$ cat src/srq_pkg.sv
// shared constants, field positions and command codes of the status block
package srq_pkg;
  localparam int SRQ_BYTE_W = 8;
  localparam int SRQ_GRP_W = 16;
  localparam int SRQ_CMD_W = 5;
  // -----------------------------------------------------------------
  // status byte bit positions
  // -----------------------------------------------------------------
  localparam int SRQ_SB_ERRQ = 2;
  localparam int SRQ_SB_QUES = 3;
  localparam int SRQ_SB_MAV = 4;
  localparam int SRQ_SB_ESB = 5;
  localparam int SRQ_SB_MSS = 6;
  localparam int SRQ_SB_OPER = 7;
  // -----------------------------------------------------------------
  // standard event latch bit positions
  // -----------------------------------------------------------------
  localparam int SRQ_EVL_OPC = 0;
  localparam int SRQ_EVL_DDE = 3;
  localparam int SRQ_EVL_CME = 5;
  localparam logic [7:0] SRQ_EVL_USED = 8'h29;
  localparam logic [7:0] SRQ_SB_NO_MSS = 8'hBF;
  // -----------------------------------------------------------------
  // reset values and fixed replies
  // -----------------------------------------------------------------
  localparam logic [7:0] SRQ_BYTE_RST = 8'h00;
  localparam logic [15:0] SRQ_PTR_RST = 16'hFFFF;
  localparam logic [15:0] SRQ_NTR_RST = 16'h0000;
  localparam logic [15:0] SRQ_ENA_RST = 16'h0000;
  localparam logic [15:0] SRQ_EVT_RST = 16'h0000;
  localparam logic [15:0] SRQ_OPC_REPLY = 16'h0001;

  typedef enum logic [SRQ_CMD_W-1:0] {
    SRQ_CMD_NOP, SRQ_CMD_CLS, SRQ_CMD_RST, SRQ_CMD_OPC, SRQ_CMD_OPC_Q,
    SRQ_CMD_EVM_WR, SRQ_CMD_EVM_RD, SRQ_CMD_RQM_WR, SRQ_CMD_RQM_RD,
    SRQ_CMD_EVL_RD, SRQ_CMD_SB_RD,
    SRQ_CMD_OPER_COND_RD, SRQ_CMD_OPER_EVT_RD, SRQ_CMD_OPER_ENA_WR,
    SRQ_CMD_OPER_ENA_RD, SRQ_CMD_OPER_PTR_WR, SRQ_CMD_OPER_NTR_WR,
    SRQ_CMD_QUES_COND_RD, SRQ_CMD_QUES_EVT_RD, SRQ_CMD_QUES_ENA_WR,
    SRQ_CMD_QUES_ENA_RD, SRQ_CMD_QUES_PTR_WR, SRQ_CMD_QUES_NTR_WR
  } srq_cmd_t;
endpackage

$ cat src/srq_grp_if.sv
// carrier between the core and one transition-filtered status group
`timescale 1ns/100ps
`default_nettype none
interface srq_grp_if;
  logic [15:0] cond;
  logic [15:0] wdata;
  logic wr_ptr;
  logic wr_ntr;
  logic wr_ena;
  logic rd_evt;
  logic clr;
  logic [15:0] event_val;
  logic [15:0] enable_val;
  logic summary;
  modport ctl (output cond, wdata, wr_ptr, wr_ntr, wr_ena, rd_evt, clr,
    input event_val, enable_val, summary);
  modport grp (input cond, wdata, wr_ptr, wr_ntr, wr_ena, rd_evt, clr,
    output event_val, enable_val, summary);
endinterface
`default_nettype wire

$ cat src/srq_status_group.sv
// condition, transition masks, event latch and enable of one status group
`timescale 1ns/100ps
`default_nettype none
module srq_status_group (
  input wire logic clk_in,
  input wire logic arst_n_in,
  srq_grp_if.grp grp
);
  logic [15:0] cond_q, cond_d, ptr_q, ptr_d, ntr_q, ntr_d;
  logic [15:0] event_q, event_d, ena_q, ena_d, hit;
  logic sum_q, sum_d;

  always_comb
  begin
    hit = (grp.cond & ~cond_q & ptr_q) | (~grp.cond & cond_q & ntr_q);
    cond_d = grp.cond;
    ptr_d = grp.wr_ptr ? grp.wdata : ptr_q;
    ntr_d = grp.wr_ntr ? grp.wdata : ntr_q;
    ena_d = grp.wr_ena ? grp.wdata : ena_q;
    event_d = event_q;
    if (grp.clr || grp.rd_evt)
    begin
      event_d = srq_pkg::SRQ_EVT_RST;
    end
    // a new edge in the clearing cycle still latches
    event_d = event_d | hit;
    sum_d = |(event_d & ena_d);
  end

  always_ff @(posedge clk_in or negedge arst_n_in)
  begin
    if (!arst_n_in)
    begin
      cond_q <= 16'h0000;
      ptr_q <= srq_pkg::SRQ_PTR_RST;
      ntr_q <= srq_pkg::SRQ_NTR_RST;
      ena_q <= srq_pkg::SRQ_ENA_RST;
      event_q <= srq_pkg::SRQ_EVT_RST;
      sum_q <= 1'b0;
    end
    else
    begin
      cond_q <= cond_d;
      ptr_q <= ptr_d;
      ntr_q <= ntr_d;
      ena_q <= ena_d;
      event_q <= event_d;
      sum_q <= sum_d;
    end
  end

  assign grp.event_val = event_q;
  assign grp.enable_val = ena_q;
  assign grp.summary = sum_q;
endmodule
`default_nettype wire

$ cat src/srq_opc_tracker.sv
// operation-complete arming and held operation-complete query
`timescale 1ns/100ps
`default_nettype none
module srq_opc_tracker (
  input wire logic clk_in,
  input wire logic arst_n_in,
  input wire logic opc_cmd_in,
  input wire logic query_cmd_in,
  input wire logic cancel_in,
  input wire logic pending_in,
  output logic set_out,
  output logic done_out
);
  logic armed_q, armed_d, qwait_q, qwait_d, set_q, set_d, done_q, done_d;

  always_comb
  begin
    armed_d = armed_q;
    set_d = 1'b0;
    if (armed_q && !pending_in)
    begin
      set_d = 1'b1;
      armed_d = 1'b0;
    end
    if (opc_cmd_in)
    begin
      armed_d = 1'b1;
    end
    if (cancel_in)
    begin
      armed_d = 1'b0;
    end
    qwait_d = qwait_q;
    done_d = 1'b0;
    // no zero answer exists: the query just waits
    if (qwait_q && !pending_in)
    begin
      done_d = 1'b1;
      qwait_d = 1'b0;
    end
    if (query_cmd_in)
    begin
      qwait_d = 1'b1;
    end
  end

  always_ff @(posedge clk_in or negedge arst_n_in)
  begin
    if (!arst_n_in)
    begin
      armed_q <= 1'b0;
      qwait_q <= 1'b0;
      set_q <= 1'b0;
      done_q <= 1'b0;
    end
    else
    begin
      armed_q <= armed_d;
      qwait_q <= qwait_d;
      set_q <= set_d;
      done_q <= done_d;
    end
  end

  assign set_out = set_q;
  assign done_out = done_q;
endmodule
`default_nettype wire

$ cat src/srq_status_core.sv
// status byte, event latch, masks and service request of the instrument
//
// Operation
// - summary bit with clear request-enable mask bit never raises a request
// - event bits latch until the latch is read, read returns then clears
// - operation group latches events on masked rising or falling condition edges
// - questionable group has the same structure with its own summary
// - clear-status empties groups, error queue, event latch, status byte, measurement
// - enabled event bits are ORed into status byte bit 5
// - enabled events request service only when bit 5 is request-enabled
// - event enable mask survives clear-status, reset and device clear
// - both masks are eight bits, values 0 to 255; event latch is eight bits, only bits 0, 3 and 5 used
// - latch bits: 0 complete, 3 device error, 5 command error, rest zero
// - arming command clears complete flag, flag sets when nothing pending
// - completion query answers one only after pending work ends, never zero
// - reset stops measurement, defaults configuration, empties error queue
// - request raised when an enabled status byte bit becomes true
// - byte bits: 2 errors, 3 questionable, 4 message, 5 events, 7 operation
// - bit 6 is true whenever any other status byte bit is true
// - summary bits 3, 5 and 7 are each the OR of their group's enabled bits; bits 2 and 4 come straight from inputs
`timescale 1ns/100ps
`default_nettype none
module srq_status_core (
  input wire logic MCLK_IN,
  input wire logic ARST_N_IN,
  input wire logic CMD_VALID_IN,
  input wire logic [4:0] CMD_CODE_IN,
  input wire logic [15:0] CMD_ARG_IN,
  output logic CMD_READY_OUT,
  output logic RSP_VALID_OUT,
  output logic [15:0] RSP_DATA_OUT,
  input wire logic EVT_DEV_ERR_IN,
  input wire logic EVT_CMD_ERR_IN,
  input wire logic PENDING_IN,
  input wire logic MAV_IN,
  input wire logic ERRQ_NONEMPTY_IN,
  input wire logic [15:0] OPER_COND_IN,
  input wire logic [15:0] QUES_COND_IN,
  output logic [7:0] SUM_BYTE_OUT,
  output logic SRQ_OUT,
  output logic MEAS_STOP_OUT,
  output logic MEAS_CLEAR_OUT,
  output logic ERRQ_CLEAR_OUT,
  output logic CONFIG_DEFAULT_OUT
);
  // -----------------------------------------------------------------
  // helpers
  // -----------------------------------------------------------------
  function automatic logic any_set8(input logic [7:0] val, input logic [7:0] mask);
    any_set8 = |(val & mask);
  endfunction

  srq_pkg::srq_cmd_t cmd;
  logic accept;
  logic do_cls, do_rst, do_opc, do_opcq, do_evm_wr, do_rqm_wr, do_evl_rd;
  logic rd_hit;
  logic [15:0] rd_val;
  logic opc_set, opc_done;
  logic [7:0] evl_q, evl_d, evm_q, evm_d, rqm_q, rqm_d;
  logic [7:0] sb_q, sb_d;
  logic srq_q, srq_d;
  logic ready_q, ready_d;
  logic rsp_valid_q, rsp_valid_d;
  logic [15:0] rsp_data_q, rsp_data_d;
  logic meas_stop_q, meas_stop_d, meas_clr_q, meas_clr_d;
  logic errq_clr_q, errq_clr_d, cfg_def_q, cfg_def_d;
  logic [7:0] ev_set;
  logic esb;

  srq_grp_if oper_if ();
  srq_grp_if ques_if ();

  // -----------------------------------------------------------------
  // command decode
  // -----------------------------------------------------------------
  always_comb
  begin
    cmd = srq_pkg::srq_cmd_t'(CMD_CODE_IN);
    accept = CMD_VALID_IN && ready_q;
    do_cls = 1'b0;
    do_rst = 1'b0;
    do_opc = 1'b0;
    do_opcq = 1'b0;
    do_evm_wr = 1'b0;
    do_rqm_wr = 1'b0;
    do_evl_rd = 1'b0;
    rd_hit = 1'b0;
    rd_val = 16'h0000;
    oper_if.wr_ptr = 1'b0;
    oper_if.wr_ntr = 1'b0;
    oper_if.wr_ena = 1'b0;
    oper_if.rd_evt = 1'b0;
    ques_if.wr_ptr = 1'b0;
    ques_if.wr_ntr = 1'b0;
    ques_if.wr_ena = 1'b0;
    ques_if.rd_evt = 1'b0;
    if (accept)
    begin
      unique case (cmd)
        srq_pkg::SRQ_CMD_NOP: ;
        srq_pkg::SRQ_CMD_CLS: do_cls = 1'b1;
        srq_pkg::SRQ_CMD_RST: do_rst = 1'b1;
        srq_pkg::SRQ_CMD_OPC: do_opc = 1'b1;
        srq_pkg::SRQ_CMD_OPC_Q: do_opcq = 1'b1;
        srq_pkg::SRQ_CMD_EVM_WR: do_evm_wr = 1'b1;
        srq_pkg::SRQ_CMD_RQM_WR: do_rqm_wr = 1'b1;
        srq_pkg::SRQ_CMD_EVM_RD:
        begin
          rd_hit = 1'b1;
          rd_val = {8'h00, evm_q};
        end
        srq_pkg::SRQ_CMD_RQM_RD:
        begin
          rd_hit = 1'b1;
          rd_val = {8'h00, rqm_q};
        end
        srq_pkg::SRQ_CMD_EVL_RD:
        begin
          do_evl_rd = 1'b1;
          rd_hit = 1'b1;
          rd_val = {8'h00, evl_q};
        end
        srq_pkg::SRQ_CMD_SB_RD:
        begin
          rd_hit = 1'b1;
          rd_val = {8'h00, sb_q};
        end
        srq_pkg::SRQ_CMD_OPER_COND_RD:
        begin
          rd_hit = 1'b1;
          rd_val = OPER_COND_IN;
        end
        srq_pkg::SRQ_CMD_OPER_EVT_RD:
        begin
          rd_hit = 1'b1;
          rd_val = oper_if.event_val;
          oper_if.rd_evt = 1'b1;
        end
        srq_pkg::SRQ_CMD_OPER_ENA_WR: oper_if.wr_ena = 1'b1;
        srq_pkg::SRQ_CMD_OPER_ENA_RD:
        begin
          rd_hit = 1'b1;
          rd_val = oper_if.enable_val;
        end
        srq_pkg::SRQ_CMD_OPER_PTR_WR: oper_if.wr_ptr = 1'b1;
        srq_pkg::SRQ_CMD_OPER_NTR_WR: oper_if.wr_ntr = 1'b1;
        srq_pkg::SRQ_CMD_QUES_COND_RD:
        begin
          rd_hit = 1'b1;
          rd_val = QUES_COND_IN;
        end
        srq_pkg::SRQ_CMD_QUES_EVT_RD:
        begin
          rd_hit = 1'b1;
          rd_val = ques_if.event_val;
          ques_if.rd_evt = 1'b1;
        end
        srq_pkg::SRQ_CMD_QUES_ENA_WR: ques_if.wr_ena = 1'b1;
        srq_pkg::SRQ_CMD_QUES_ENA_RD:
        begin
          rd_hit = 1'b1;
          rd_val = ques_if.enable_val;
        end
        srq_pkg::SRQ_CMD_QUES_PTR_WR: ques_if.wr_ptr = 1'b1;
        srq_pkg::SRQ_CMD_QUES_NTR_WR: ques_if.wr_ntr = 1'b1;
        // codes above the last command are dropped silently
        default: ;
      endcase
    end
  end

  // -----------------------------------------------------------------
  // status groups
  // -----------------------------------------------------------------
  assign oper_if.cond = OPER_COND_IN;
  assign oper_if.wdata = CMD_ARG_IN;
  assign oper_if.clr = do_cls;
  assign ques_if.cond = QUES_COND_IN;
  assign ques_if.wdata = CMD_ARG_IN;
  assign ques_if.clr = do_cls;

  srq_status_group u_oper (
    .clk_in(MCLK_IN),
    .arst_n_in(ARST_N_IN),
    .grp(oper_if.grp)
  );

  // same structure as the operation group, own summary bit
  srq_status_group u_ques (
    .clk_in(MCLK_IN),
    .arst_n_in(ARST_N_IN),
    .grp(ques_if.grp)
  );

  srq_opc_tracker u_opc (
    .clk_in(MCLK_IN),
    .arst_n_in(ARST_N_IN),
    .opc_cmd_in(do_opc),
    .query_cmd_in(do_opcq),
    .cancel_in(do_cls || do_rst),
    .pending_in(PENDING_IN),
    .set_out(opc_set),
    .done_out(opc_done)
  );

  // -----------------------------------------------------------------
  // event latch and masks
  // -----------------------------------------------------------------
  always_comb
  begin
    ev_set = 8'h00;
    ev_set[srq_pkg::SRQ_EVL_OPC] = opc_set;
    ev_set[srq_pkg::SRQ_EVL_DDE] = EVT_DEV_ERR_IN;
    ev_set[srq_pkg::SRQ_EVL_CME] = EVT_CMD_ERR_IN;
    evl_d = evl_q;
    if (do_evl_rd || do_cls)
    begin
      evl_d = srq_pkg::SRQ_BYTE_RST;
    end
    if (do_opc)
    begin
      evl_d[srq_pkg::SRQ_EVL_OPC] = 1'b0;
    end
    // an event in the read cycle survives the clear
    evl_d = (evl_d | ev_set) & srq_pkg::SRQ_EVL_USED;
    // neither clear-status nor reset touches the event mask
    evm_d = do_evm_wr ? CMD_ARG_IN[7:0] : evm_q;
    rqm_d = do_rqm_wr ? CMD_ARG_IN[7:0] : rqm_q;
  end

  // -----------------------------------------------------------------
  // status byte and request
  // -----------------------------------------------------------------
  always_comb
  begin
    esb = any_set8(evl_q, evm_q);
    sb_d = 8'h00;
    sb_d[srq_pkg::SRQ_SB_ERRQ] = ERRQ_NONEMPTY_IN;
    sb_d[srq_pkg::SRQ_SB_QUES] = ques_if.summary;
    sb_d[srq_pkg::SRQ_SB_MAV] = MAV_IN;
    sb_d[srq_pkg::SRQ_SB_ESB] = esb;
    sb_d[srq_pkg::SRQ_SB_OPER] = oper_if.summary;
    sb_d[srq_pkg::SRQ_SB_MSS] = any_set8(sb_d, srq_pkg::SRQ_SB_NO_MSS);
    // bit 6 in the enable mask is ignored, it is the summary itself
    srq_d = any_set8(sb_d, rqm_q & srq_pkg::SRQ_SB_NO_MSS);
  end

  // -----------------------------------------------------------------
  // answers, ready and action pulses
  // -----------------------------------------------------------------
  always_comb
  begin
    // a held completion query blocks further commands
    ready_d = ready_q;
    if (do_opcq)
    begin
      ready_d = 1'b0;
    end
    if (opc_done)
    begin
      ready_d = 1'b1;
    end
    rsp_valid_d = rd_hit || opc_done;
    rsp_data_d = rsp_data_q;
    if (opc_done)
    begin
      rsp_data_d = srq_pkg::SRQ_OPC_REPLY;
    end
    else if (rd_hit)
    begin
      rsp_data_d = rd_val;
    end
    meas_stop_d = do_rst;
    cfg_def_d = do_rst;
    meas_clr_d = do_cls;
    errq_clr_d = do_cls || do_rst;
  end

  always_ff @(posedge MCLK_IN or negedge ARST_N_IN)
  begin
    if (!ARST_N_IN)
    begin
      evl_q <= srq_pkg::SRQ_BYTE_RST;
      evm_q <= srq_pkg::SRQ_BYTE_RST;
      rqm_q <= srq_pkg::SRQ_BYTE_RST;
      sb_q <= srq_pkg::SRQ_BYTE_RST;
      srq_q <= 1'b0;
      ready_q <= 1'b1;
      rsp_valid_q <= 1'b0;
      rsp_data_q <= 16'h0000;
      meas_stop_q <= 1'b0;
      meas_clr_q <= 1'b0;
      errq_clr_q <= 1'b0;
      cfg_def_q <= 1'b0;
    end
    else
    begin
      evl_q <= evl_d;
      evm_q <= evm_d;
      rqm_q <= rqm_d;
      sb_q <= sb_d;
      srq_q <= srq_d;
      ready_q <= ready_d;
      rsp_valid_q <= rsp_valid_d;
      rsp_data_q <= rsp_data_d;
      meas_stop_q <= meas_stop_d;
      meas_clr_q <= meas_clr_d;
      errq_clr_q <= errq_clr_d;
      cfg_def_q <= cfg_def_d;
    end
  end

  assign CMD_READY_OUT = ready_q;
  assign RSP_VALID_OUT = rsp_valid_q;
  assign RSP_DATA_OUT = rsp_data_q;
  assign SUM_BYTE_OUT = sb_q;
  assign SRQ_OUT = srq_q;
  assign MEAS_STOP_OUT = meas_stop_q;
  assign MEAS_CLEAR_OUT = meas_clr_q;
  assign ERRQ_CLEAR_OUT = errq_clr_q;
  assign CONFIG_DEFAULT_OUT = cfg_def_q;
endmodule
`default_nettype wire

$ cat config.mk
export PLATFORM = sky130hd
export DESIGN_NAME = srq_status_core
export DESIGN_NICKNAME = d
export VERILOG_FILES = /design/src/srq_pkg.sv /design/src/srq_grp_if.sv /design/src/srq_status_group.sv /design/src/srq_opc_tracker.sv /design/src/srq_status_core.sv
export SDC_FILE = /design/constraint.sdc
export NUM_CORES = 1
export LEC_CHECK = 0
export BUFFER_PORTS_ARGS = -buffer_cell sky130_fd_sc_hd__buf_2
export CORE_MARGIN = 4
export CORE_UTILIZATION = 45
export DETAILED_ROUTE_END_ITERATION = 6
export PLACE_DENSITY = 0.7
export SETUP_SLACK_MARGIN = 0.5
export SLEW_MARGIN = 20
export SYNTH_ARGS = -nofsm -noshare
export SYNTH_HDL_FRONTEND = slang
export SYNTH_SLANG_ARGS = --single-unit
$ cat constraint.sdc
create_clock -name MCLK_IN -period 2.9 [get_ports MCLK_IN]
set_clock_uncertainty 0.15 [all_clocks]
set_input_delay 0.29 -clock MCLK_IN [delete_from_list [all_inputs] [get_ports MCLK_IN]]
set_output_delay 0.29 -clock MCLK_IN [all_outputs]
set_load 0.02 [all_outputs]
# After elaboration in Yosys (flattened, before gate mapping)
# Cells that the tools add are included.
# totals
ff_bits	213
out_inout_bits	31
word_cells	140
# op_classes
n_reduce_logical	19
bitwise_logic	21
mux	51
n_eq_ne	22
# op_table
op	count
$and 16x16->16	10
$pmux 16 s10	1
$mux 16	7
$not 16->16	4
$or 16x16->16	4
$mux 1	42
$eq 5x4->1 const B	8
$eq 5x5->1 const B	7
$reduce_or 16->1	2
$eq 5x3->1 const B	4
$reduce_or 8->1	2
$reduce_or 12->1	1
$eq 5x2->1 const B	2
$reduce_or 10->1	1
$and 6x8->8	1
$and 8x8->8	1
$mux 6	1
$or 6x6->6	1
$reduce_bool 2->1	3
$eq 5x1->1 const B	1
$logic_or 1x1->1	5
$logic_and 1x1->1	3
$reduce_bool 3->1	1
$logic_not 1->1	1

# Logic depth before layout (Yosys ltp)
# Gate-level depths: netlist of run 1.
# logic_depth
depth_word	8
depth_mapped	8
mapped_depth_nobuf	5

# Hierarchy
# From an unflattened synthesis of run 1, not the netlist that was laid out.
# hier_totals
cells_unflattened	737
area_unflattened_um2	9441.6
# by_module_without_submodules
mod	instances	area_per_inst_um2	seq_area_each_um2	cells_each
srq_status_group	2	3263.1	2047.0	230
srq_status_core	1	2786.4	1177.4	268
srq_opc_tracker	1	128.9	100.1	9

# Least setup slack after synthesis of run 1
# No wires, ideal clock.
# synth_timing
path_type	register -> register
from	register ready_q (netlist: CMD_READY_OUT)
to	register u_oper.sum_q (netlist: u_oper.grp.summary)
period_less_slack_ps	2370
path_slack_ps	530
t_required_ps	2602
n_path_buf	1
setup_time_ps	148
arrival_ps	2072
stages_incl_launch_ff	7
cell_sequence	dfstp_2 clkbuf_1 nand4_1 nor2_1 mux2_2 a2111oi_0 nand4_1
# synth_lines
element	line_no	rtl
start: declaration	srq_status_core.sv:62	logic ready_q, ready_d;
start signal: assignment	srq_status_core.sv:303	ready_q <= ready_d;
$logic_and 1x1->1	srq_status_core.sv:79	accept = CMD_VALID_IN && ready_q;
$mux 1	srq_status_core.sv:97	if (accept)
$mux 16	srq_status_group.sv:19	ena_d = grp.wr_ena ? grp.wdata : ena_q;
named net u_oper.ena_d[8]	srq_status_group.sv:10	logic [15:0] event_q, event_d, ena_q, ena_d, hit;
$and 16x16->16	srq_status_group.sv:27	sum_d = |(event_d & ena_d);
$reduce_or 16->1	srq_status_group.sv:27	
named net u_oper.sum_d	srq_status_group.sv:11	logic sum_q, sum_d;
end signal: assignment	srq_status_group.sv:48	sum_q <= sum_d;
end: declaration	srq_status_group.sv:11	
# The timed path passes the listed nets, and every way through them passes these cells.
# A chain may end at the register's enable or synchronous reset.

# Worst setup path in the final report of run 1
# layout_timing
from	register ready_q (netlist: CMD_READY_OUT)
to	register u_ques.sum_q (netlist: u_ques.grp.summary)
# layout_via
elab_chain_cells	7
# layout_rtl
element	line_no	rtl
$logic_and 1x1->1 (*)	srq_status_core.sv:79	
$mux 1	srq_status_core.sv:97	
$logic_or 1x1->1 (*)	srq_status_group.sv:21	if (grp.clr || grp.rd_evt)
$mux 16 (*)	srq_status_group.sv:21	
$or 16x16->16 (*)	srq_status_group.sv:26	event_d = event_d | hit;
named net u_ques.event_d[1]	srq_status_group.sv:10	
$and 16x16->16 (*)	srq_status_group.sv:27	
$reduce_or 16->1 (*)	srq_status_group.sv:27	
named net u_ques.sum_d	srq_status_group.sv:11	
end signal: assignment	srq_status_group.sv:48	
end: declaration	srq_status_group.sv:11	
# The timed path passes the listed nets; every way through them passes the cells marked *.

==> results.json, run 1 <==
{
  "synth_compound_area_share_pct": 15.36,
  "diodes": 0,
  "place.port_buffers": 89,
  "clock_sinks": 213,
  "synthAdderAreaFrac_pct": 0,
  "powerDensity_mw_per_mm2": 709.2,
  "seqPwrFrac_pct": 45.3,
  "synth_warnings": 0,
  "postSynthAreaPerCell_sq_um": 11.58,
  "mostFrequentLayoutCell": "dfrtp_1",
  "multi_input_area_sq_mm": 0.003882,
  "setup_viol": 0,
  "arrival_ns": 2.53,
  "row_count": 52,
  "synthFlopType": "dfrtp_1",
  "crit_chain": "nand4bb_1 -> buf_6 -> a211o_1 -> a2111oi_1 -> buf_4 -> nand4_1",
  "detailed_place_hpwl_um": 19250,
  "hold_class": "in -> reg",
  "first_iter_violations": 1000,
  "slew_violations": 0,
  "nets": 1036,
  "drt-total-wl_um": 28590,
  "synth_top_family_by_area": "compound AO/OA/AOI/OAI gates",
  "status": "complete, no violations",
  "synth_xor_area_share_pct": 0.09276,
  "fin_crit_sh_pct": 79.92,
  "p_leak_nw": 5.119,
  "die_w_um": 152.9,
  "rsz0062_at_grt": "false",
  "clock_latency_ns": 0.50,
  "layout_common_cells": "dfrtp_1 (180), nand2_1 (94), buf_2 (88)",
  "slowest_delay_ns": 0.63,
  "startpoint_type": "flop",
  "switching_power_mw": 2.221,
  "peakVddDrop_mv": 0.5140,
  "cp_slowest_cell": "dfstp_2",
  "syn_area_sq_mm": 0.009442,
  "clk_pin_slew_ns": 0.06,
  "whs_ns": 0.02323,
  "combPwrFrac_pct": 16.4,
  "fin_setup_tns_ns": 0,
  "grt_pass1_wl_um": 45140,
  "fill_cells": 1723,
  "htree_num_levels": 1,
  "cts_tree": "done",
  "relSlewSlack_pct": 30.41,
  "grt.total_usage_pct": 24.25,
  "cap_violations": 0,
  "vias": 7806,
  "grt_pass1_vias": 7861,
  "required_ns": 3.11,
  "gp_congestion": 0.9172,
  "start_util_pct": 46.22,
  "internal-power_mw": 6.131,
  "vias_per_cell": 6.190,
  "drc": 0,
  "synth_seq_cells": 213,
  "die_y_um": 152.9,
  "swShare_pct": 26.59,
  "die-area_sq_mm": 0.02336,
  "grt_start_max_net_pins": 69,
  "finalHoldViolCount": 0,
  "critPathKind": "reg -> reg",
  "synthArstFlopShare_pct": 100.0,
  "io_pins": 92,
  "fmax_mhz": 431.5,
  "ant_nets": 0,
  "power_mw": 8.351,
  "wl_per_cell_um": 22.67,
  "numCtsBuffers": 23,
  "grt_overflow": 0,
  "synthSimpleGateAreaFrac_pct": 15.09,
  "synth_edf_count": 0,
  "synthMuxAreaShare_pct": 10.02,
  "clockRootBuffer": "clkbuf_16",
  "first_pass_iters": 7,
  "cts.path.max_buffers": 3,
  "placeableCoreArea_sq_mm": 0.02043,
  "yosysSeqAreaShare_pct": 56.89,
  "crit_fanout": 34,
  "end_kind": "flop",
  "clkPwrFrac_pct": 38.2,
  "synthCells": 815,
  "synthDistinctLibCells": 55,
  "period_needed_ns": 2.318,
  "tightestPinTransition_ns": 1.044,
  "ff_latch_area_sq_mm": 0.005371,
  "antenna_found_initial": 0,
  "drive_gt1_share_pct": 30.78,
  "area_delta_synth_final_pct": 24.71
}
-- critical path: cells and delay by family (launching register included) --
family	cells	cell delay, ns
simple gates	2	0.23
compound gates	2	0.76
buf+inv	2	0.40
flops	1	0.63
-- flip-flops by register name, summed over array words and instances (netlist names), 3 cells and up --
signal	cells
u_ques.grp.enable_val	16
u_ques.grp.event_val	16
u_oper.grp.event_val	16
u_oper.ntr_q	16
rqm_q	8
u_ques.ntr_q	16
u_oper.grp.enable_val	16
u_oper.cond_q	16
u_oper.ptr_q	16
evl_q	3
RSP_DATA_OUT	16
evm_q	8
SUM_BYTE_OUT	6
u_ques.cond_q	16
u_ques.ptr_q	16
-- layout make-up --
cell class | instances | area share [%]
tap | 270 | 2.869
clock inverter | 12 | 1.626
timing repair buffer | 183 | 11.35
multi-input combinational | 552 | 32.97
inverter | 2 | 0.06376
clock buffer | 29 | 5.504
sequential | 213 | 45.62
-- routing by layer --
metal | share of wire (%) | up-vias | GRT usage [%]
met3 | 9.2 | 86 | 4.778
met4 | 3.5 | 0 | 8.443
met2 | 45 | 481 | 37.60
li1 | - | 3412 | -
met5 | 0 | - | 0
met1 | 42 | 3827 | 34.40
-- Yosys cell counts, types with 7 or more instances --
cell       instances  area share (%)
a221oi_1          11             1.0
dfrtp_1          180              48
a21o_1             7            0.56
nor2_1            13            0.52
nand3b_1          35             2.8
nand3_1           80             4.2
mux2_2            84              10
a22oi_1           26             2.1
buf_2             15            0.80
nand2_1           94             3.7
a2111oi_0          7            0.65
a32oi_1           32             3.0
dfstp_2           33             9.2
o21ai_0           42             2.2
a311oi_1           8            0.74
and3_1             9            0.60
clkbuf_1          27             1.1
a22o_1            11             1.0
o21a_1            24             1.9
-- what timing repair did --
item,CTS,global route
resized for setup,1,9
endpoints found under the setup margin,1,2
setup buffers,0,1
endpoints found under the hold margin,152,0
hold buffers,54,0
-- metrics by stage --
stage | setup slack (ns) | instances | area, sq um | utilization (%)
2_1_floorplan | 0.5303 | 816 | 9445 | -
3_3_place_gp | 0.3566 | 1165 | 10380 | 50.78
3_5_place_dp | 0.3230 | 1165 | 10380 | 50.78
4_1_cts | 0.5116 | 1260 | 11760 | 57.55
5_1_grt | 0.5104 | 1261 | 11780 | 57.64
6_report | 0.5825 | 1261 | 11780 | 57.64
-- power by group through the flow --
stage | sequential (mW) | combinational (mW) | clock (mW)
global route | 3.84 | 1.50 | 3.36
global placement | 3.81 | 1.26 | 0
detailed placement | 3.83 | 1.29 | 0
finish | 3.78 | 1.37 | 3.19
CTS | 3.78 | 1.35 | 3.23
floorplan | 3.85 | 0.700 | 0
-- cell families after synthesis --
family          Yosys count
mux                      84
other cells               1
buf+inv                  51
compound gates          194
xor+xnor                  1
flops                   213
simple gates            271
-- final timing paths --
kind / from / end / slack (ns) / depth (start not counted)
min in group asynchronous: ARST_N_IN / u_oper.cond_q[1] / 0.22 / 2
worst min-delay path: CMD_ARG_IN[0] / u_oper.ntr_q[0] / 0.02 / 2
worst max-delay path: CMD_READY_OUT / u_ques.grp.summary / 0.58 / 6
worst max register to register: CMD_READY_OUT / u_ques.grp.summary / 0.58 / 6
max in group asynchronous: ARST_N_IN / u_ques.ptr_q[10] / 1.57 / 3
worst min register to register: u_opc.set_out / evl_q[0] / 0.29 / 1
Note: power is estimated with default switching activity, not from simulation.
==> inputs of run 2 (changes only) <==
clock period = 2.3 ns   (was 2.9 ns; I/O delays follow)
==> run 2 against run 1 <==
Against the previous run: non-clock buffer count increased by 27; largest cell class unchanged; core utilization is 4.6 points higher; global-route usage grew 1.1 points; critical endpoint unchanged; sequential power grew 27%.
==> results.json, run 2 (synthesis results as in run 1) <==
{
  "htree_num_levels": 1,
  "fin_crit_sh_pct": 92.26,
  "first_pass_iters": 6,
  "placeableCoreArea_sq_mm": 0.02043,
  "area_delta_synth_final_pct": 34.57,
  "clock_sinks": 213,
  "peakVddDrop_mv": 0.5475,
  "period_needed_ns": 2.122,
  "grt.total_usage_pct": 25.33,
  "critPathBufInv": 2,
  "detailed_place_hpwl_um": 19640,
  "final_cells": 1291,
  "grt_pass1_wl_um": 46820,
  "diodes": 0,
  "vias": 7983,
  "grt_start_max_net_pins": 62,
  "die-area_sq_mm": 0.02336,
  "min_from": "CMD_ARG_IN[0]",
  "die_w_um": 152.9,
  "dp_worst_setup_slack_ns": -0.008066,
  "fin_ws_ns": 0.1781,
  "r2r-start": "CMD_READY_OUT",
  "rsz0062_at_grt": "true",
  "finalHoldViolCount": 0,
  "antenna_found_initial": 0,
  "drive_gt1_share_pct": 36.53,
  "ant_nets": 0,
  "crit_chain": "buf_4 -> nor4bb_4 -> buf_12 -> nand3_1 -> a32oi_1 -> a2111oi_4 -> nand4_1",
  "place.port_buffers": 89,
  "vias_per_cell": 6.184,
  "clk_pin_slew_ns": 0.06,
  "end_kind": "flop",
  "powerDensity_mw_per_mm2": 877.3,
  "cts_tree": "done",
  "r2r_end": "u_ques.grp.summary",
  "cts.path.max_buffers": 3,
  "slew_violations": 0,
  "crit_family": "flip-flops",
  "slowest_delay_ns": 0.60,
  "startpoint_type": "flop",
  "drt-total-wl_um": 30380,
  "gp_congestion": 0.9297,
  "io_pins": 92,
  "placedCellCount": 1176,
  "arrival_ns": 2.42,
  "status": "complete, no violations",
  "relSlewSlack_pct": 66.00,
  "wl_per_cell_um": 23.53,
  "critPathKind": "reg -> reg",
  "layout_common_cells": "dfrtp_1 (180), nand2_1 (89), buf_2 (88)",
  "hold_end": "u_ques.grp.enable_val[0]",
  "crit_fanout": 18,
  "hold_class": "in -> reg",
  "hold_path_depth": 3,
  "cp_slowest_cell": "dfstp_2",
  "first_iter_violations": 887,
  "cap_violations": 0,
  "drc": 0,
  "grt_overflow": 0,
  "numCtsBuffers": 24,
  "clockRootBuffer": "clkbuf_16",
  "setup_viol": 0,
  "nets": 1064,
  "start_util_pct": 46.22,
  "clock_latency_ns": 0.51,
  "p_leak_nw": 5.421,
  "grt_pass1_vias": 8038,
  "fmax_mhz": 471.3,
  "tightestPinTransition_ns": 0.5099,
  "mostFrequentLayoutCell": "dfrtp_1",
  "row_count": 52,
  "required_ns": 2.59,
  "r2r_cells": 7,
  "r2r_slack_ns": 0.18,
  "die_y_um": 152.9
}
-- run 2: changes by cell type in the layout (fill, tap and decap cells not counted), sizes merged --
| cell | change |
|---|---|
| buf | +29 |
| clkinv | -3 |
| dlygate4sd3 | -1 |
| clkbuf | +3 |
| clkinvlp | +1 |
| inv | +1 |
-- run 2: worst reg2reg max path, cell delays in order (launching register included) --
cell and delay, ns:
dfstp_2 0.60, buf_4 0.16, nor4bb_4 0.26, buf_12 0.21, nand3_1 0.13, a32oi_1 0.40, a2111oi_4 0.06, nand4_1 0.11
-- run 2: final cells by class --
cell class	instances	area, sq um
Clock buffer	33	715.7
Clock inverter	11	188.9
Fill cell	1586	7724
Inverter	2	7.507
Multi-Input combinational cell	552	4275
Sequential cell	213	5371
Tap cell	270	337.8
Timing Repair Buffer	210	1809
-- run 2: routing by layer --
layer / track usage, % / share of wire [%] / vias to the layer above
li1: - / - / 3471
met1: 34.33 / 40 / 3988
met2: 40.53 / 46 / 431
met3: 6.305 / 9.6 / 93
met4: 7.934 / 3.4 / 0
met5: 0 / 0 / -
-- run 2: worst max-delay path by stage --
stage	slack [ns]	startpoint	end	cells after the start
3_5_place_dp	-0.008	CMD_CODE_IN[1]	u_oper.grp.summary	8
3_3_place_gp	0.06	CMD_CODE_IN[1]	u_oper.grp.summary	6
4_1_cts	0.22	CMD_READY_OUT	u_oper.grp.summary	6
6_report	0.18	CMD_READY_OUT	u_ques.grp.summary	7
2_1_floorplan	0.12	CMD_READY_OUT	u_oper.grp.summary	6
5_1_grt	0.11	CMD_READY_OUT	u_oper.grp.summary	6
-- run 2: through the flow --
stage / hold WS, ns / TNS (ns) / total power [mW] / util, % / area (sq um)
2_1_floorplan: -0.2156 / 0 / 5.833 / - / 9629
3_3_place_gp: 0.06394 / 0 / 6.535 / 52.38 / 10700
3_5_place_dp: 0.06345 / -0.008066 / 6.583 / 52.38 / 10700
4_1_cts: 0.004023 / 0 / 11.08 / 61.13 / 12490
5_1_grt: 0.02584 / 0 / 11.59 / 62.19 / 12710
6_report: 0.01402 / 0 / 11.15 / 62.19 / 12710
-- run 2: where the power goes --
part / leakage (nW) / internal, mW / switching (mW) / total [mW]
Combinational: 2.52 / 0.949 / 1.11 / 2.06
Sequential: 2.46 / 4.42 / 0.381 / 4.80
Clock: 0.441 / 2.74 / 1.56 / 4.29
-- run 2: timing repair --
item | CTS | global route
pin swaps | 18 | 15
hold buffers | 53 | 0
endpoints found under the setup margin | 87 | 101
setup buffers | 10 | 3
endpoints found under the hold margin | 344 | 0
gates cloned | 4 | 1
gates resized for setup | 38 | 39
==> inputs of run 3 (changes only) <==
CORE_UTILIZATION = 50   (was 45)
GPL_ROUTABILITY_DRIVEN = 0   (was default)
PLACE_DENSITY = 0.76   (was 0.7)
==> run 3 against run 2 <==
Against the previous run: the run now ends with DRC, setup timing left; worst setup slack lost 0.20 ns; sequential power rose by 0.8%; sequential cell count stayed put; via count up 6.1%; highest routed layer unchanged; hold slack improved by 0.072 ns; total power is 1.9% lower; critical endpoint unchanged.
==> results.json, run 3 (synthesis results as in run 1) <==
{
  "status": "finished, violations left",
  "failed_checks": "DRC, setup timing",
  "setup_viol": 1,
  "peakVddDrop_mv": 0.6495,
  "die-area_sq_mm": 0.02115,
  "drive_gt1_share_pct": 36.12,
  "fmax_mhz": 430.7,
  "relSlewSlack_pct": 63.85,
  "grt.total_usage_pct": 28.47,
  "tightestPinTransition_ns": 0.5366,
  "diodes": 0,
  "cap_violations": 0,
  "rsz0062_at_grt": "true",
  "r2r-start": "CMD_READY_OUT",
  "placedCellCount": 1132,
  "power_mw": 10.94,
  "clockRootBuffer": "clkbuf_16",
  "routedLengthMet1_um": 12080,
  "finalHoldViolCount": 0,
  "critPathBufInv": 2,
  "vias": 8473,
  "critPathKind": "reg -> reg",
  "drt-total-wl_um": 32630,
  "detailed_place_hpwl_um": 19300,
  "die_w_um": 145.4,
  "htree_num_levels": 1,
  "antenna_found_initial": 0,
  "wl_per_cell_um": 26.21,
  "clock_latency_ns": 0.52,
  "fin_crit_sh_pct": 100.9,
  "fin_util_pct": 69.31,
  "fin_setup_tns_ns": -0.02173,
  "required_ns": 2.51,
  "powerDensity_mw_per_mm2": 863.6,
  "ant_nets": 0,
  "grt_overflow": 0,
  "end_kind": "flop",
  "arrival_ns": 2.53,
  "highest_layer": "met4",
  "numCtsBuffers": 23,
  "start_util_pct": 51.68,
  "crit_fanout": 17,
  "hold_class": "in -> reg",
  "period_needed_ns": 2.322,
  "cp_slowest_cell": "dfstp_2",
  "crit_start": "CMD_READY_OUT",
  "crit_family": "flip-flops",
  "mostFrequentLayoutCell": "dfrtp_1",
  "grt_pass1_vias": 8331,
  "slowest_delay_ns": 0.62,
  "r2r_slack_ns": -0.02,
  "min_from": "CMD_VALID_IN",
  "cts_tree": "done",
  "io_pins": 92,
  "place.port_buffers": 89,
  "clock_sinks": 213,
  "placeableCoreArea_sq_mm": 0.01827,
  "crit_chain": "nand4bb_4 -> buf_12 -> buf_16 -> o21ai_2 -> nand2_2 -> a2111oi_4 -> nand4_1",
  "vias_per_cell": 6.806,
  "startpoint_type": "flop",
  "area_delta_synth_final_pct": 34.12,
  "dr_wl_met2_um": 14670,
  "cts.path.max_buffers": 3,
  "wl_met3_um": 3873,
  "fill_cells": 1212,
  "first_pass_iters": 7,
  "p_leak_nw": 5.402,
  "final_cells": 1245,
  "slew_violations": 0,
  "row_count": 49,
  "drc": 7,
  "nets": 1062,
  "clk_pin_slew_ns": 0.06,
  "die_y_um": 145.4,
  "dp_worst_setup_slack_ns": 0.02275,
  "grt_pass1_wl_um": 47940,
  "fin_ws_ns": -0.02173,
  "layout_common_cells": "dfrtp_1 (180), buf_2 (88), nand2_1 (85)",
  "grt_start_max_net_pins": 60,
  "first_iter_violations": 1317
}
==> run 3: cell types whose count changed in the layout (fill, tap and decap cells not counted), sizes merged <==
cell         change
buf              -6
bufinv           -1
inv              -1
clkbuf           +2
dlygate4sd3      +1
==> run 3: per-layer routing <==
layer	track usage, %	up-vias
met5	0	-
met4	11.11	0
met3	6.197	200
met2	46.48	693
met1	37.47	4119
li1	-	3461
==> run 3: worst paths after layout <==
kind,end,cells past startpoint
hold reg to reg,evl_q[0],1
setup reg to reg,u_ques.grp.summary,7
setup / recovery,u_ques.grp.summary,7
hold / removal,u_opc.qwait_q,3
min in group asynchronous,u_ques.ntr_q[2],2
max in group asynchronous,u_ques.ptr_q[9],3
==> run 3: worst min-delay path: cells and delay by family <==
kind / cells / cell delay (ns)
and+or+nand+nor: 2 / 0.29
buffers and inverters: 1 / 0.18
==> run 3: report_power, final <==
part / switching, mW / total, mW / leakage [nW] / internal, mW
logic: 1.18 / 2.17 / 2.56 / 0.991
clock network: 1.55 / 3.93 / 0.380 / 2.39
registers: 0.420 / 4.84 / 2.46 / 4.42
total: 3.14 / 10.9 / 5.40 / 7.79
==> run 3: what timing repair did <==
| action | CTS | global route |
|---|---|---|
| gates resized for setup | 55 | 40 |
| endpoints found under the hold margin | 275 | 0 |
| cloned | 4 | 3 |
| pin swaps | 17 | 7 |
| setup buffers | 7 | 5 |
| hold buffers | 54 | 0 |
| endpoints found under the setup margin | 65 | 91 |
==> run 3: cell type report <==
class	instances	area (sq um)	share of cell area [%]
well taps	229	286.5	2.263
clock buffers	31	635.6	5.019
flip-flops and latches	213	5371	42.42
inverters	2	7.507	0.05928
clock inverters	9	153.9	1.215
multi-input cells	552	4370	34.51
repair buffers	209	1838	14.51
==> run 3: through the flow <==
step | hold slack, ns | area (sq um)
after CTS | 0.04288 | 12360
final | 0.08585 | 12660
after detailed placement | 0.1081 | 10570
after global placement | 0.1016 | 10570
after global routing | 0.08182 | 12660
after floorplan | -0.2156 | 9629
